[config.mk]
export PLATFORM = sky130hd
export DESIGN_NAME = lbs_top
export DESIGN_NICKNAME = d
export VERILOG_FILES = /design/src/inc/lbs_pkg.sv /design/src/rtl/lbs_fifo.sv /design/src/rtl/lbs_rand.sv /design/src/rtl/lbs_top.sv
export VERILOG_INCLUDE_DIRS = /design/src /design/src/inc
export SDC_FILE = /design/constraint.sdc
export NUM_CORES = 1
export LEC_CHECK = 0
export ABC_AREA = 1
export BUFFER_PORTS_ARGS = -buffer_cell sky130_fd_sc_hd__buf_2
export CAP_MARGIN = 20
export CELL_PAD_IN_SITES_DETAIL_PLACEMENT = 0
export CELL_PAD_IN_SITES_GLOBAL_PLACEMENT = 2
export CORE_ASPECT_RATIO = 2
export CORE_UTILIZATION = 25
export DETAILED_ROUTE_END_ITERATION = 10
export GPL_TIMING_DRIVEN = 0
export PLACE_DENSITY = 0.55
export REMOVE_ABC_BUFFERS = 1
export SETUP_SLACK_MARGIN = 0.4
export SLEW_MARGIN = 20
export SYNTH_ARGS = -nofsm -noshare
export SYNTH_HDL_FRONTEND = slang
export SYNTH_SLANG_ARGS = --single-unit
[constraint.sdc]
create_clock -name pclk -period 6.3 [get_ports pclk]
set_clock_uncertainty 0.05 [all_clocks]
set_input_delay 0 -clock pclk [delete_from_list [all_inputs] [get_ports pclk]]
set_output_delay 0 -clock pclk [all_outputs]
set_load 0.005 [all_outputs]
[src/inc/lbs_map.svh]
// Register offsets, field positions, reset values and message constants of the burst scheduler.
// Assumes inclusion by bare name from the package and from the design files.
`ifndef LBS_MAP_SVH
`define LBS_MAP_SVH

// Register byte offsets on the APB side.
`define LBS_CTRL_OFF 8'h00
`define LBS_STATUS_OFF 8'h04
`define LBS_LON_OFF 8'h08
`define LBS_LAT_OFF 8'h0c
`define LBS_COGSOG_OFF 8'h10
`define LBS_TIME_OFF 8'h14
`define LBS_SLOT_OFF 8'h18

// Control register bit positions.
`define LBS_CTRL_ACTIVE 0
`define LBS_CTRL_TEST 1
`define LBS_CTRL_SECOND 2
`define LBS_CTRL_FIX 3

// Field positions inside packed registers.
`define LBS_SOG_LSB 16
`define LBS_SEC_LSB 16
`define LBS_STAT_STATE_LSB 4
`define LBS_STAT_FIX_BIT 6
`define LBS_STAT_INCR_LSB 16

// Reset values.
`define LBS_CTRL_RST 4'h0
`define LBS_LON_RST 28'h6791ac0
`define LBS_LAT_RST 27'h3412140
`define LBS_COG_RST 12'he10
`define LBS_SOG_RST 10'h3ff
`define LBS_SUB_RST 14'h0000
`define LBS_SEC_RST 6'h3f
`define LBS_LFSR_SEED 16'hace1

// Message contents.
`define LBS_MSG_POS 6'h01
`define LBS_MSG_SAFETY 6'h0e
`define LBS_NAV_ALERT 4'he
`define LBS_NAV_UNDEF 4'hf
`define LBS_LAST_MSG 3'h7
`define LBS_LAST_BURST 3'h7
`define LBS_TIMEOUT_TOP 3'h7
`define LBS_SAFETY_POS_A 3'h4
`define LBS_SAFETY_POS_B 3'h5

// Position field defaults and fallback codes.
`define LBS_LON_NA 28'h6791ac0
`define LBS_LAT_NA 27'h3412140
`define LBS_COG_NA 12'he10
`define LBS_SOG_NA 10'h3ff
`define LBS_TS_NA 6'h3f
`define LBS_TS_EST 6'h3e
`define LBS_SYNC_EST 2'h3
`define LBS_SYNC_UTC 2'h0

// Random slot increment window, 2025 to 2475 slots.
`define LBS_INCR_BASE 14'h07e9
`define LBS_INCR_SPAN 9'h1c3

`endif

[src/inc/lbs_pkg.sv]
// Types shared by the burst scheduler: message descriptor and sequencer states.
// Assumes lbs_map.svh is on the include path.
`include "lbs_map.svh"

package lbs_pkg;

    // One transmission as handed to the radio.
    typedef struct packed {
        logic channel;
        logic [5:0] msg_type;
        logic text_test;
        logic [3:0] nav_status;
        logic [2:0] time_out;
        logic [13:0] sub_msg;
        logic [27:0] lon;
        logic [26:0] lat;
        logic [11:0] course_over_ground;
        logic [9:0] speed_over_ground;
        logic [5:0] tstamp;
        logic [1:0] sync_state;
    } lbs_desc_s;

    // Position block that travels together into a descriptor.
    typedef struct packed {
        logic [27:0] lon;
        logic [26:0] lat;
        logic [11:0] course_over_ground;
        logic [9:0] speed_over_ground;
        logic [5:0] tstamp;
        logic [1:0] sync_state;
    } lbs_pos_s;

    typedef enum logic [1:0] {
        lbs_idle,
        lbs_wait,
        lbs_send
    } lbs_state_e;

    typedef logic [2:0] lbs_idx_t;

endpackage

[src/rtl/lbs_fifo.sv]
// Small flip-flop FIFO with valid and ready on both sides.
// Assumes one clock and an asynchronous active-low reset.
`timescale 1ns/100ps
`default_nettype none

module lbs_fifo #(
    parameter int WIDTH = 8,
    parameter int DEPTH = 4
) (
    input wire logic pclk,
    input wire logic presetn,
    input wire logic in_valid,
    output logic in_ready,
    input wire logic [WIDTH-1:0] in_data,
    output logic out_valid,
    input wire logic out_ready,
    output logic [WIDTH-1:0] out_data
);
    localparam int AW = $clog2(DEPTH);

    logic [WIDTH-1:0] mem_reg [DEPTH];
    logic [AW-1:0] wr_ptr_reg;
    logic [AW-1:0] rd_ptr_reg;
    logic [AW:0] count_reg;
    logic push;
    logic pop;

    // Full and empty come straight from the occupancy count.
    assign in_ready = (count_reg != (AW+1)'(DEPTH));
    assign out_valid = (count_reg != '0);
    assign push = in_valid && in_ready;
    assign pop = out_valid && out_ready;
    assign out_data = mem_reg[rd_ptr_reg];

    // Storage is written only on an accepted push.
    always_ff @(posedge pclk) begin
        if (push) begin
            mem_reg[wr_ptr_reg] <= in_data;
        end
    end

    // Pointers wrap at the depth, which need not be a power of two.
    always_ff @(posedge pclk or negedge presetn) begin
        if (!presetn) begin
            wr_ptr_reg <= '0;
            rd_ptr_reg <= '0;
        end else begin
            if (push) begin
                wr_ptr_reg <= (wr_ptr_reg == AW'(DEPTH - 1)) ? '0 : wr_ptr_reg + 1'b1;
            end
            if (pop) begin
                rd_ptr_reg <= (rd_ptr_reg == AW'(DEPTH - 1)) ? '0 : rd_ptr_reg + 1'b1;
            end
        end
    end

    // Occupancy follows pushes and pops of the same cycle.
    always_ff @(posedge pclk or negedge presetn) begin
        if (!presetn) begin
            count_reg <= '0;
        end else if (push && !pop) begin
            count_reg <= count_reg + 1'b1;
        end else if (pop && !push) begin
            count_reg <= count_reg - 1'b1;
        end
    end

endmodule
`default_nettype wire

[src/rtl/lbs_rand.sv]
// Free-running pseudo-random source for the slot increment.
// Assumes one clock; the value changes every cycle.
`timescale 1ns/100ps
`default_nettype none
`include "lbs_map.svh"

module lbs_rand (
    input wire logic pclk,
    input wire logic presetn,
    output logic [15:0] rand_val
);
    logic [15:0] lfsr_reg;

    // Galois shift register with a maximal-length tap set.
    always_ff @(posedge pclk or negedge presetn) begin
        if (!presetn) begin
            lfsr_reg <= `LBS_LFSR_SEED;
        end else begin
            lfsr_reg <= {1'b0, lfsr_reg[15:1]} ^ (lfsr_reg[0] ? 16'hb400 : 16'h0000);
        end
    end

    assign rand_val = lfsr_reg;

endmodule
`default_nettype wire

[src/rtl/lbs_top.sv]
// Burst scheduler: chooses each transmission of a locator burst and queues it for the radio.
// Assumes an APB master on pclk and a burst_start pulse once a minute from same-clock logic.
`timescale 1ns/100ps
`default_nettype none
`include "lbs_map.svh"

module lbs_top (
    input wire logic pclk,
    input wire logic presetn,
    input wire logic psel,
    input wire logic penable,
    input wire logic pwrite,
    input wire logic [7:0] paddr,
    input wire logic [31:0] pwdata,
    output logic [31:0] prdata,
    output logic pready,
    output logic pslverr,
    input wire logic burst_start,
    output logic tx_valid,
    input wire logic tx_ready,
    output lbs_pkg::lbs_desc_s tx_desc
);
    import lbs_pkg::*;

    // Software-written registers.
    logic active_en_reg;
    logic start_second_reg;
    logic fix_valid_reg;
    logic [27:0] lon_reg;
    logic [26:0] lat_reg;
    logic [11:0] cog_reg;
    logic [9:0] sog_reg;
    logic [13:0] utc_reg;
    logic [5:0] sec_reg;
    logic [13:0] slot_reg;
    logic test_go;

    // Last known position held across a lost fix.
    logic [27:0] last_lon_reg;
    logic [26:0] last_lat_reg;
    logic [11:0] last_cog_reg;
    logic [9:0] last_sog_reg;
    logic had_fix_reg;

    // Sequencer state.
    lbs_state_e state_reg;
    lbs_idx_t burst_reg;
    lbs_idx_t msg_reg;
    logic test_run_reg;
    logic chan_first_reg;
    logic [13:0] incr_reg;

    // APB handshake.
    logic ack_reg;
    logic [31:0] prdata_reg;
    logic pslverr_reg;
    logic access;
    logic wr_en;
    logic mapped;

    // Descriptor path.
    logic [15:0] rand_val;
    logic push_valid;
    logic push_ready;
    logic push;
    lbs_desc_s desc_next;
    lbs_pos_s pos_next;

    // Maps raw random bits onto the increment window, folding the top end down.
    function automatic logic [13:0] pick_incr(input logic [8:0] r);
        logic [8:0] off;
        off = (r >= `LBS_INCR_SPAN) ? r - `LBS_INCR_SPAN : r;
        pick_incr = `LBS_INCR_BASE + {5'h00, off};
    endfunction

    // True for every offset that holds a register.
    function automatic logic is_mapped(input logic [7:0] a);
        is_mapped = (a == `LBS_CTRL_OFF) || (a == `LBS_STATUS_OFF) || (a == `LBS_LON_OFF) ||
                    (a == `LBS_LAT_OFF) || (a == `LBS_COGSOG_OFF) || (a == `LBS_TIME_OFF) ||
                    (a == `LBS_SLOT_OFF);
    endfunction

    // Builds the message kind and comm-state of one slot of a burst.
    function automatic lbs_desc_s build_msg(
        input lbs_idx_t bidx,
        input lbs_idx_t midx,
        input logic test,
        input logic first_second,
        input logic [13:0] slot,
        input logic [13:0] utc,
        input logic [13:0] incr
    );
        lbs_desc_s d;
        d = '0;
        d.channel = first_second ^ midx[0];
        d.msg_type = `LBS_MSG_POS;
        d.nav_status = `LBS_NAV_ALERT;
        d.time_out = `LBS_TIMEOUT_TOP - bidx;
        if (test) begin
            d.time_out = 3'h0;
            d.nav_status = `LBS_NAV_UNDEF;
            if (midx == 3'h0 || midx == `LBS_LAST_MSG) begin
                d.msg_type = `LBS_MSG_SAFETY;
                d.nav_status = 4'h0;
                d.text_test = 1'b1;
            end
        end else begin
            case (bidx)
                3'h0, 3'h4: begin
                    // Safety broadcasts every fourth burst, pre-announced by time-out 7 and 3.
                    if (midx == `LBS_SAFETY_POS_A || midx == `LBS_SAFETY_POS_B) begin
                        d.msg_type = `LBS_MSG_SAFETY;
                        d.nav_status = 4'h0;
                        d.time_out = 3'h0;
                    end
                end
                3'h1, 3'h3, 3'h5: begin
                    d.sub_msg = slot;
                end
                3'h2: begin
                    d.sub_msg = 14'h0000;
                end
                3'h6: begin
                    d.sub_msg = utc;
                end
                3'h7: begin
                    d.sub_msg = incr;
                end
                default: begin
                    d.sub_msg = 14'h0000;
                end
            endcase
        end
        build_msg = d;
    endfunction

    // APB is answered one cycle into the access phase, so read data comes from flops.
    assign access = psel && penable;
    assign wr_en = access && ack_reg && pwrite && mapped;
    assign mapped = is_mapped(paddr);
    assign pready = ack_reg;
    assign prdata = prdata_reg;
    assign pslverr = pslverr_reg;
    assign test_go = wr_en && (paddr == `LBS_CTRL_OFF) && pwdata[`LBS_CTRL_TEST];

    // Ready strobe, read data and error answer for each transfer.
    always_ff @(posedge pclk or negedge presetn) begin
        if (!presetn) begin
            ack_reg <= 1'b0;
            prdata_reg <= 32'h00000000;
            pslverr_reg <= 1'b0;
        end else begin
            ack_reg <= access && !ack_reg;
            pslverr_reg <= access && !ack_reg && !mapped;
            prdata_reg <= 32'h00000000;
            if (access && !ack_reg && !pwrite) begin
                case (paddr)
                    `LBS_CTRL_OFF: prdata_reg <= {28'h0000000, fix_valid_reg,
                                                 start_second_reg, 1'b0, active_en_reg};
                    `LBS_STATUS_OFF: prdata_reg <= {2'h0, incr_reg, 9'h000, had_fix_reg,
                                                   2'(state_reg), 1'b0, burst_reg};
                    `LBS_LON_OFF: prdata_reg <= {4'h0, lon_reg};
                    `LBS_LAT_OFF: prdata_reg <= {5'h00, lat_reg};
                    `LBS_COGSOG_OFF: prdata_reg <= {6'h00, sog_reg, 4'h0, cog_reg};
                    `LBS_TIME_OFF: prdata_reg <= {10'h000, sec_reg, 2'h0, utc_reg};
                    `LBS_SLOT_OFF: prdata_reg <= {18'h00000, slot_reg};
                    default: prdata_reg <= 32'h00000000;
                endcase
            end
        end
    end

    // Control register; the test trigger is a write pulse and is not stored.
    always_ff @(posedge pclk or negedge presetn) begin
        if (!presetn) begin
            active_en_reg <= 1'b0;
            start_second_reg <= 1'b0;
            fix_valid_reg <= 1'b0;
        end else if (wr_en && paddr == `LBS_CTRL_OFF) begin
            active_en_reg <= pwdata[`LBS_CTRL_ACTIVE];
            start_second_reg <= pwdata[`LBS_CTRL_SECOND];
            fix_valid_reg <= pwdata[`LBS_CTRL_FIX];
        end
    end

    // Navigation data written by software from the satellite receiver.
    always_ff @(posedge pclk or negedge presetn) begin
        if (!presetn) begin
            lon_reg <= `LBS_LON_RST;
            lat_reg <= `LBS_LAT_RST;
            cog_reg <= `LBS_COG_RST;
            sog_reg <= `LBS_SOG_RST;
            utc_reg <= `LBS_SUB_RST;
            sec_reg <= `LBS_SEC_RST;
            slot_reg <= `LBS_SUB_RST;
        end else if (wr_en) begin
            case (paddr)
                `LBS_LON_OFF: lon_reg <= pwdata[27:0];
                `LBS_LAT_OFF: lat_reg <= pwdata[26:0];
                `LBS_COGSOG_OFF: begin
                    cog_reg <= pwdata[11:0];
                    sog_reg <= pwdata[`LBS_SOG_LSB +: 10];
                end
                `LBS_TIME_OFF: begin
                    utc_reg <= pwdata[13:0];
                    sec_reg <= pwdata[`LBS_SEC_LSB +: 6];
                end
                `LBS_SLOT_OFF: slot_reg <= pwdata[13:0];
                default: begin
                end
            endcase
        end
    end

    // Last known position follows the live one only while the fix is valid.
    always_ff @(posedge pclk or negedge presetn) begin
        if (!presetn) begin
            last_lon_reg <= `LBS_LON_NA;
            last_lat_reg <= `LBS_LAT_NA;
            last_cog_reg <= `LBS_COG_NA;
            last_sog_reg <= `LBS_SOG_NA;
        end else if (fix_valid_reg) begin
            last_lon_reg <= lon_reg;
            last_lat_reg <= lat_reg;
            last_cog_reg <= cog_reg;
            last_sog_reg <= sog_reg;
        end
    end

    // A fix seen during active mode is remembered until the sequencer returns to idle.
    always_ff @(posedge pclk or negedge presetn) begin
        if (!presetn) begin
            had_fix_reg <= 1'b0;
        end else if (state_reg == lbs_idle) begin
            had_fix_reg <= 1'b0;
        end else if (!test_run_reg && fix_valid_reg) begin
            had_fix_reg <= 1'b1;
        end
    end

    // Position fields: live fix, fallback to last known, or the not-available defaults.
    always_comb begin
        pos_next.lon = lon_reg;
        pos_next.lat = lat_reg;
        pos_next.course_over_ground = cog_reg;
        pos_next.speed_over_ground = sog_reg;
        pos_next.tstamp = sec_reg;
        pos_next.sync_state = `LBS_SYNC_UTC;
        if (!fix_valid_reg && had_fix_reg && !test_run_reg) begin
            pos_next.lon = last_lon_reg;
            pos_next.lat = last_lat_reg;
            pos_next.course_over_ground = last_cog_reg;
            pos_next.speed_over_ground = last_sog_reg;
            pos_next.tstamp = `LBS_TS_EST;
            pos_next.sync_state = `LBS_SYNC_EST;
        end else if (!fix_valid_reg) begin
            pos_next.lon = `LBS_LON_NA;
            pos_next.lat = `LBS_LAT_NA;
            pos_next.course_over_ground = `LBS_COG_NA;
            pos_next.speed_over_ground = `LBS_SOG_NA;
            pos_next.tstamp = `LBS_TS_NA;
            pos_next.sync_state = `LBS_SYNC_UTC;
        end
    end

    // Message kind from the sequencer, position block from the selection above.
    always_comb begin
        desc_next = build_msg(burst_reg, msg_reg, test_run_reg, chan_first_reg,
                              slot_reg, utc_reg, incr_reg);
        desc_next.lon = pos_next.lon;
        desc_next.lat = pos_next.lat;
        desc_next.course_over_ground = pos_next.course_over_ground;
        desc_next.speed_over_ground = pos_next.speed_over_ground;
        desc_next.tstamp = pos_next.tstamp;
        desc_next.sync_state = pos_next.sync_state;
    end

    assign push_valid = (state_reg == lbs_send);
    assign push = push_valid && push_ready;

    // Mode sequencer: idle, waiting for the minute tick, or emitting eight messages.
    always_ff @(posedge pclk or negedge presetn) begin
        if (!presetn) begin
            state_reg <= lbs_idle;
            test_run_reg <= 1'b0;
            chan_first_reg <= 1'b0;
        end else begin
            case (state_reg)
                lbs_idle: begin
                    if (active_en_reg) begin
                        state_reg <= lbs_wait;
                        test_run_reg <= 1'b0;
                        chan_first_reg <= start_second_reg;
                    end else if (test_go) begin
                        state_reg <= lbs_send;
                        test_run_reg <= 1'b1;
                        chan_first_reg <= pwdata[`LBS_CTRL_SECOND];
                    end
                end
                lbs_wait: begin
                    if (!active_en_reg) begin
                        state_reg <= lbs_idle;
                    end else if (burst_start) begin
                        state_reg <= lbs_send;
                    end
                end
                lbs_send: begin
                    if (push && msg_reg == `LBS_LAST_MSG) begin
                        // A test burst runs once; an active burst waits for the next tick.
                        state_reg <= (test_run_reg || !active_en_reg) ? lbs_idle : lbs_wait;
                        test_run_reg <= 1'b0;
                    end
                end
                default: begin
                    state_reg <= lbs_idle;
                end
            endcase
        end
    end

    // Message position within the burst; eight pushes close a burst.
    always_ff @(posedge pclk or negedge presetn) begin
        if (!presetn) begin
            msg_reg <= 3'h0;
        end else if (state_reg != lbs_send) begin
            msg_reg <= 3'h0;
        end else if (push) begin
            msg_reg <= msg_reg + 3'h1;
        end
    end

    // Burst index, held as burst number minus one, wraps from eight back to one.
    always_ff @(posedge pclk or negedge presetn) begin
        if (!presetn) begin
            burst_reg <= 3'h0;
        end else if (state_reg == lbs_idle) begin
            burst_reg <= 3'h0;
        end else if (push && msg_reg == `LBS_LAST_MSG && !test_run_reg) begin
            burst_reg <= burst_reg + 3'h1;
        end
    end

    // Increment is drawn once as burst eight starts, so all its messages agree.
    always_ff @(posedge pclk or negedge presetn) begin
        if (!presetn) begin
            incr_reg <= `LBS_INCR_BASE;
        end else if (state_reg == lbs_wait && burst_start && burst_reg == `LBS_LAST_BURST) begin
            incr_reg <= pick_incr(rand_val[8:0]);
        end
    end

    lbs_rand u_rand (
        .pclk(pclk),
        .presetn(presetn),
        .rand_val(rand_val)
    );

    // Four-entry queue toward the radio; a stalled radio holds the sequencer.
    lbs_fifo #(
        .WIDTH($bits(lbs_desc_s)),
        .DEPTH(4)
    ) u_fifo (
        .pclk(pclk),
        .presetn(presetn),
        .in_valid(push_valid),
        .in_ready(push_ready),
        .in_data(desc_next),
        .out_valid(tx_valid),
        .out_ready(tx_ready),
        .out_data(tx_desc)
    );

endmodule
`default_nettype wire

# Yosys cells after proc, flatten, opt, wreduce, memory -nomap -nowiden
# Memory sizes are Yosys's and may differ from the RTL's.
# Index checks and enable logic that the tools add are counted.
totals:
  regBits: 273
  ram_bits: 456
  in_bits: 47
  output_inout_bits: 149
  word_cells: 164
  n_memories: 1
op_classes:
  addsub: 9
  n_lt_le_gt_ge: 1
  n_eq_ne: 24
  mux: 41
  n_bitwise: 2
  n_reduce_logical: 58
mem_list:
  columns: ["memory", "depth", "width", "read_ports", "rd_ports_with_merged_regs", "write_ports", "line", "rtl"]
  rows:
  - ["u_fifo.mem_reg", 4, 114, 1, 0, 1, "lbs_fifo.sv:21", "logic [WIDTH-1:0] mem_reg [DEPTH];"]
ops:
  columns: ["cell", "n"]
  rows:
  - ["$pmux W30 S7", 1]
  - ["$mux W85", 2]
  - ["$pmux W14 S3", 1]
  - ["$mux W32", 1]
  - ["$eq A8 B5 Y1 const B", 3]
  - ["$eq A3 B3 Y1 const B", 7]
  - ["$mux W7", 3]
  - ["$logic_and A1 B1 Y1", 20]
  - ["$mux W3", 6]
  - ["$mux W9", 2]
  - ["$eq A8 B4 Y1 const B", 2]
  - ["$mux W16", 1]
  - ["$xor A15 B16 Y16", 1]
  - ["$mux W14", 1]
  - ["$mux W2", 7]
  - ["$add A11 B9 Y12 const A", 1]
  - ["$mux W6", 2]
  - ["$reduce_and A2 Y1", 6]
  - ["$reduce_bool A2 Y1", 6]
  - ["$mux W1", 11]
  - ["$add A3 B1 Y3 const B", 3]
  - ["$ge A9 B9 Y1 const B", 1]
  - ["$logic_or A1 B1 Y1", 9]
  - ["$ne A3 B3 Y1 const B", 3]
  - ["22 further kinds", 35]

# Logic depth before layout (Yosys ltp)
logic_depth:
  depth_word: 13
  mapped_depth: 15
  depth_no_buf: 15

# Modules after synthesis
# A second synthesis with hierarchy kept.
hier_totals:
  hier_cells: 2780
  hier_area_um2: 30626.9
by_module_without_submodules:
  columns: ["mod", "instances", "cells_per_inst", "area_each_um2", "seq_area_each_um2"]
  rows:
  - ["lbs_fifo", 1, 1389, 18691.7, 13868.3]
  - ["lbs_top", 1, 1362, 11476.0, 6206.0]
  - ["lbs_rand", 1, 29, 459.2, 410.4]

# Worst setup path after synthesis
# OpenSTA, ideal clock, no wires.
synth_timing:
  path_kind: "register -> register"
  start: "register state_reg[1]"
  end: "memory u_fifo.mem_reg[0][100] (netlist name), enable pin"
  setup_ns: 0.572
  arrival_ns: 5.081
  required_time_ns: 5.678
  path_slack_ns: 0.597
  stages_incl_launch_ff: 5
  n_path_buf: 0
  synth_period_minus_slack_ns: 5.703
  cell_sequence: "dfrtp_1 > inv_1 > nor2_1 > nand2_1 > nor2_1"
synth_between:
  elab_chain_cells: 4
synth_lines:
  columns: ["item", "line", "rtl"]
  rows:
  - ["start, declared", "lbs_top.sv:46", "lbs_state_e state_reg;"]
  - ["start signal, assigned", "lbs_top.sv:284", "state_reg <= lbs_idle;"]
  - ["start signal, assigned", "lbs_top.sv:291", "state_reg <= lbs_wait;"]
  - ["start signal, assigned", "lbs_top.sv:295", "state_reg <= lbs_send;"]
  - ["$eq A2 B2 Y1", "lbs_top.sv:278", "assign push_valid = (state_reg == lbs_send);"]
  - ["$logic_and A1 B1 Y1", "lbs_fifo.sv:31", "assign push = in_valid && in_ready;"]
  - ["$mux W1", "lbs_fifo.sv:37", "if (push) begin"]
  - ["$mux W1 (implied by the code)", "lbs_fifo.sv:38", "mem_reg[wr_ptr_reg] <= in_data;"]
  - ["end, declared", "lbs_fifo.sv:21", null]
# No other way between the ends.

==> impl_results.md <==
- Period utilization: around three fifths
- Number of DRC markers after the initial detailed-route iteration: between 1k and 1.5k
- HPWL reported at the end of detailed placement: around 59 mm
- Wirelength per Cell: about 22 um
- Setup repair after global routing missed its margin: no
- Later-pin clock latency in the skew report: ~0.65 ns
- First-pass GRT wire length: about 130 mm
- CTS max path bufs: 3
- Mean instance size in the synthesized netlist: between 10 and 15 um^2
- Power Dens Cells: roughly 420 nW/um^2
- Cell area after synthesis: ~28,000 um^2
- Number of flip-flops under the largest register name: roughly 420
- Highest attainable clock frequency: 271 MHz
- CTS Root Buffer Type: sky130_fd_sc_hd__clkbuf_16
- Synthesis-stage register bit count: just under 700
- Power consumption: roughly 14,000 uW
- Critical Setup Path Class: reg -> out
- Chip width: about 240 um
- GRT Residual Overflow: 0
- Number of antenna violations at the first check in global routing: 6
- Largest net degree at the start of global routing: roughly 110
- Final setup violation count: 0
- Post-synth top area cell: sky130_fd_sc_hd__edfxtp_1
- Detailed-route vias per instance: 4.54
- Headroom to the max-slew limit: 26.6%
- Sink Count: 691
- Gate count after technology mapping: 2,413
- Number of synthesized flops with an enable pin: 424
- # IOs: between 150 and 200
- Number of warnings issued by yosys: 0
- Vias in the first global route: slightly below 20k
- Post-detailed-route count of antenna-violating nets: 0
- Sequential-to-total area share from yosys stat: a little over two thirds
- Floorplan Core Area: between 100,000 and 150,000 um^2
- Die Y: 475 um
- Main flop type after synthesis: sky130_fd_sc_hd__edfxtp_1
- Post-Route WL: roughly 90 mm
- Final Critical Period: approximately 3.7 ns
- DR pass1 iterations: 10
- Switching power summed over all nets: between 4000 and 5000 uW
- Run status: finished, violations left
- Residual DRC count: 4
- Clk network pwr share: ~30%
- Non-Filler Instances: 4,170
- Final max-slew violation count: 0
- Area share of the leading cell type in the synthesized netlist: 45.6%
- Met3 Resource Use GR: under 10%
- Cell types with the largest area share after synthesis: sky130_fd_sc_hd__edfxtp_1, sky130_fd_sc_hd__dfrtp_1, sky130_fd_sc_hd__dfstp_2, sky130_fd_sc_hd__o21ai_0, sky130_fd_sc_hd__nor2_1
- Initial core utilization: roughly 25%
- Clock slew seen by the registers of the worst setup and hold paths: approximately 0.060 ns
- Number of buffer cells added on primary ports: between 150 and 200
- Setup Buffers After CTS: 0
- Hold/Removal Path Class: in -> reg
- Number of maximum-capacitance violations: 0
- Placed Cells: between 3k and 4k
- Data arrival at the endpoint of the critical path: ~3.6 ns
- Endpoint kind of the worst setup timing path: primary output
- Fraction of final layout cells with drive strength greater than 1: 18.7%
- Switching Fraction: ~33%
- Global-route usage over all layers: around 16%
- Weighted congestion reported at the end of routability-driven placement: about 0.74
- CP required: between 6 and 7 ns
- Slew of the pin with the lowest slew margin: about 1.1 ns
- # H-tree levels: 3
- Combinational share of power: between 20% and 30%
- Crit Path Max Fanout: 108
- Leakage dissipation: 0.0125 uW
- Relative contribution of sequential cells to total power: 41.1%
- Post-layout net count: around 2.7k
- Row Count: 173
- CTS tree: done
- Worst ir drop on vdd: 0.000252 V
- Proportion of synthesized flip-flops having asynchronous set or reset: between 30% and 40%
- Global route hottest layer: met2
- Number of hold-slack violations in the final timing report: 0
- Internal power: around 9600 uW
- Setup crit start kind: register
- Global-route met1 utilization: between 10% and 20%
- Post-synthesis cell type count: between 50 and 60
- Routed vias: roughly 19k
- M2 GR Usage: roughly 29%
- Violated checks: DRC
- Area growth from synthesis to final layout: 21.9%
- Area of the die: about 110,000 um^2
- Clock buffers created by TritonCTS: 70
## kinds of logic (layout without fill, tap and decap cells)
family                   count (synthesis)  in the layout  synth area share, %
flip-flops                             691            691                 69.9
AO/OA/AOI/OAI                          675            675                 13.3
AND/OR/NAND/NOR                        652            652                 9.44
buffers and inverters                  337            600                 4.97
multiplexers                            31             31                 1.33
adder cells (fa/ha/maj)                 18             18                0.833
XOR/XNOR                                 8              8                0.251
other                                    1              8               0.0134
## Yosys cell counts (2+ instances only)
library cell                 n
sky130_fd_sc_hd__edfxtp_1  424
sky130_fd_sc_hd__o21ai_0   383
sky130_fd_sc_hd__nor2_1    309
sky130_fd_sc_hd__nand2_1   277
sky130_fd_sc_hd__inv_1     191
sky130_fd_sc_hd__dfrtp_1   179
sky130_fd_sc_hd__o22ai_1   130
sky130_fd_sc_hd__clkbuf_1  102
sky130_fd_sc_hd__a21oi_1    98
sky130_fd_sc_hd__dfstp_2    88
sky130_fd_sc_hd__nand3_1    25
sky130_fd_sc_hd__mux2_2     21
sky130_fd_sc_hd__o21a_1     20
sky130_fd_sc_hd__buf_4      17
sky130_fd_sc_hd__ha_1       17
sky130_fd_sc_hd__buf_2      14
sky130_fd_sc_hd__a221oi_1   12
sky130_fd_sc_hd__a31oi_1    11
sky130_fd_sc_hd__nor3_1      7
sky130_fd_sc_hd__o21ai_1     7
sky130_fd_sc_hd__or2_2       7
sky130_fd_sc_hd__xor2_1      7
sky130_fd_sc_hd__inv_2       6
sky130_fd_sc_hd__mux2_4      6
sky130_fd_sc_hd__nand2_2     6
sky130_fd_sc_hd__nand4_1     6
sky130_fd_sc_hd__a22oi_1     4
sky130_fd_sc_hd__a41oi_1     4
sky130_fd_sc_hd__buf_6       4
sky130_fd_sc_hd__mux2_1      4
sky130_fd_sc_hd__nor3_2      3
sky130_fd_sc_hd__nand3_2     2
sky130_fd_sc_hd__nand3b_1    2
sky130_fd_sc_hd__nor2_2      2
sky130_fd_sc_hd__nor2_8      2
## power by group through the flow
stage	clock, uW	combinational, uW	sequential [uW]
finish	4370	4090	5900
floorplan	0	1620	6210
global placement	0	3130	6390
CTS	4520	4290	5900
global route	4650	4530	5950
detailed placement	0	4260	5990
## through the flow
step	setup slack [ns]	instance area, um^2	TNS [ns]	hold WS [ns]	utilization (%)
floorplan	-1.29	27300	-135.03	-0.346	-
global placement	-12.12	30100	-4605.30	0.185	27.1
detailed placement	3.07	31200	0	-0.0487	28.1
CTS	2.47	34000	0	0.0496	30.7
global route	2.37	34000	0	0.0979	30.7
finish	2.61	34000	0	0.0879	30.7
## layout by cell type, fill, tap and decap left out, drive strengths merged, types with 27 or more instances in the layout
| master | netlist | final |
|---|---|---|
| nand2 | 284 | 284 |
| nand3 | 27 | 27 |
| dfstp | 88 | 88 |
| mux2 | 31 | 31 |
| clkinv | 1 | 31 |
| dlygate4sd3 | 0 | 40 |
| edfxtp | 424 | 424 |
| o21ai | 390 | 390 |
| o22ai | 130 | 130 |
| inv | 197 | 199 |
| a21oi | 98 | 98 |
| dfrtp | 179 | 179 |
| clkbuf | 102 | 84 |
| buf | 37 | 232 |
| nor2 | 314 | 314 |
## worst max-delay path, cell delays in order (launching register included)
cell                      delay, ns
sky130_fd_sc_hd__dfrtp_4       0.61
sky130_fd_sc_hd__buf_16        0.23
sky130_fd_sc_hd__buf_12        0.23
sky130_fd_sc_hd__inv_8         0.50
sky130_fd_sc_hd__buf_16        0.40
sky130_fd_sc_hd__o21ai_0       0.15
sky130_fd_sc_hd__o22ai_1       0.44
sky130_fd_sc_hd__buf_2         0.21
## worst paths after layout
path,start,depth (start not counted),end,slack [ns]
worst max-delay path,u_fifo.rd_ptr_reg[0],7,tx_desc[67],2.61
max in group asynchronous,presetn,4,sog_reg[1],5.26
worst min register to register,u_rand.rand_val[9],0,u_rand.rand_val[8],0.30
worst min-delay path,pwdata[27],3,lon_reg[27],0.09
worst max register to register,burst_reg[0],6,u_fifo.mem_reg[3][93],3.10
min in group asynchronous,presetn,2,last_lat_reg[13],0.11
## metal layers
layer	part of all wire [%]	up-vias
met4	1.9	6
li1	-	8828
met5	0.039	-
met1	42	9590
met3	3.5	105
met2	52	411
## repair_timing
action,CTS,global route
hold endpoints to repair,309,0
hold buffers,41,0
gates resized for setup,0,0
## final cells by class
cell class                 instances  area, um^2
antenna                            2        5.00
clock buffer                      84        1890
clock inverter                    46         515
fill                           11300       77000
inverter                         198         763
multi-input combinational       1390        7090
sequential                       691       19500
tap                             1487        1860
timing repair buffer             272        2390
(Power assumes the default switching activity.)
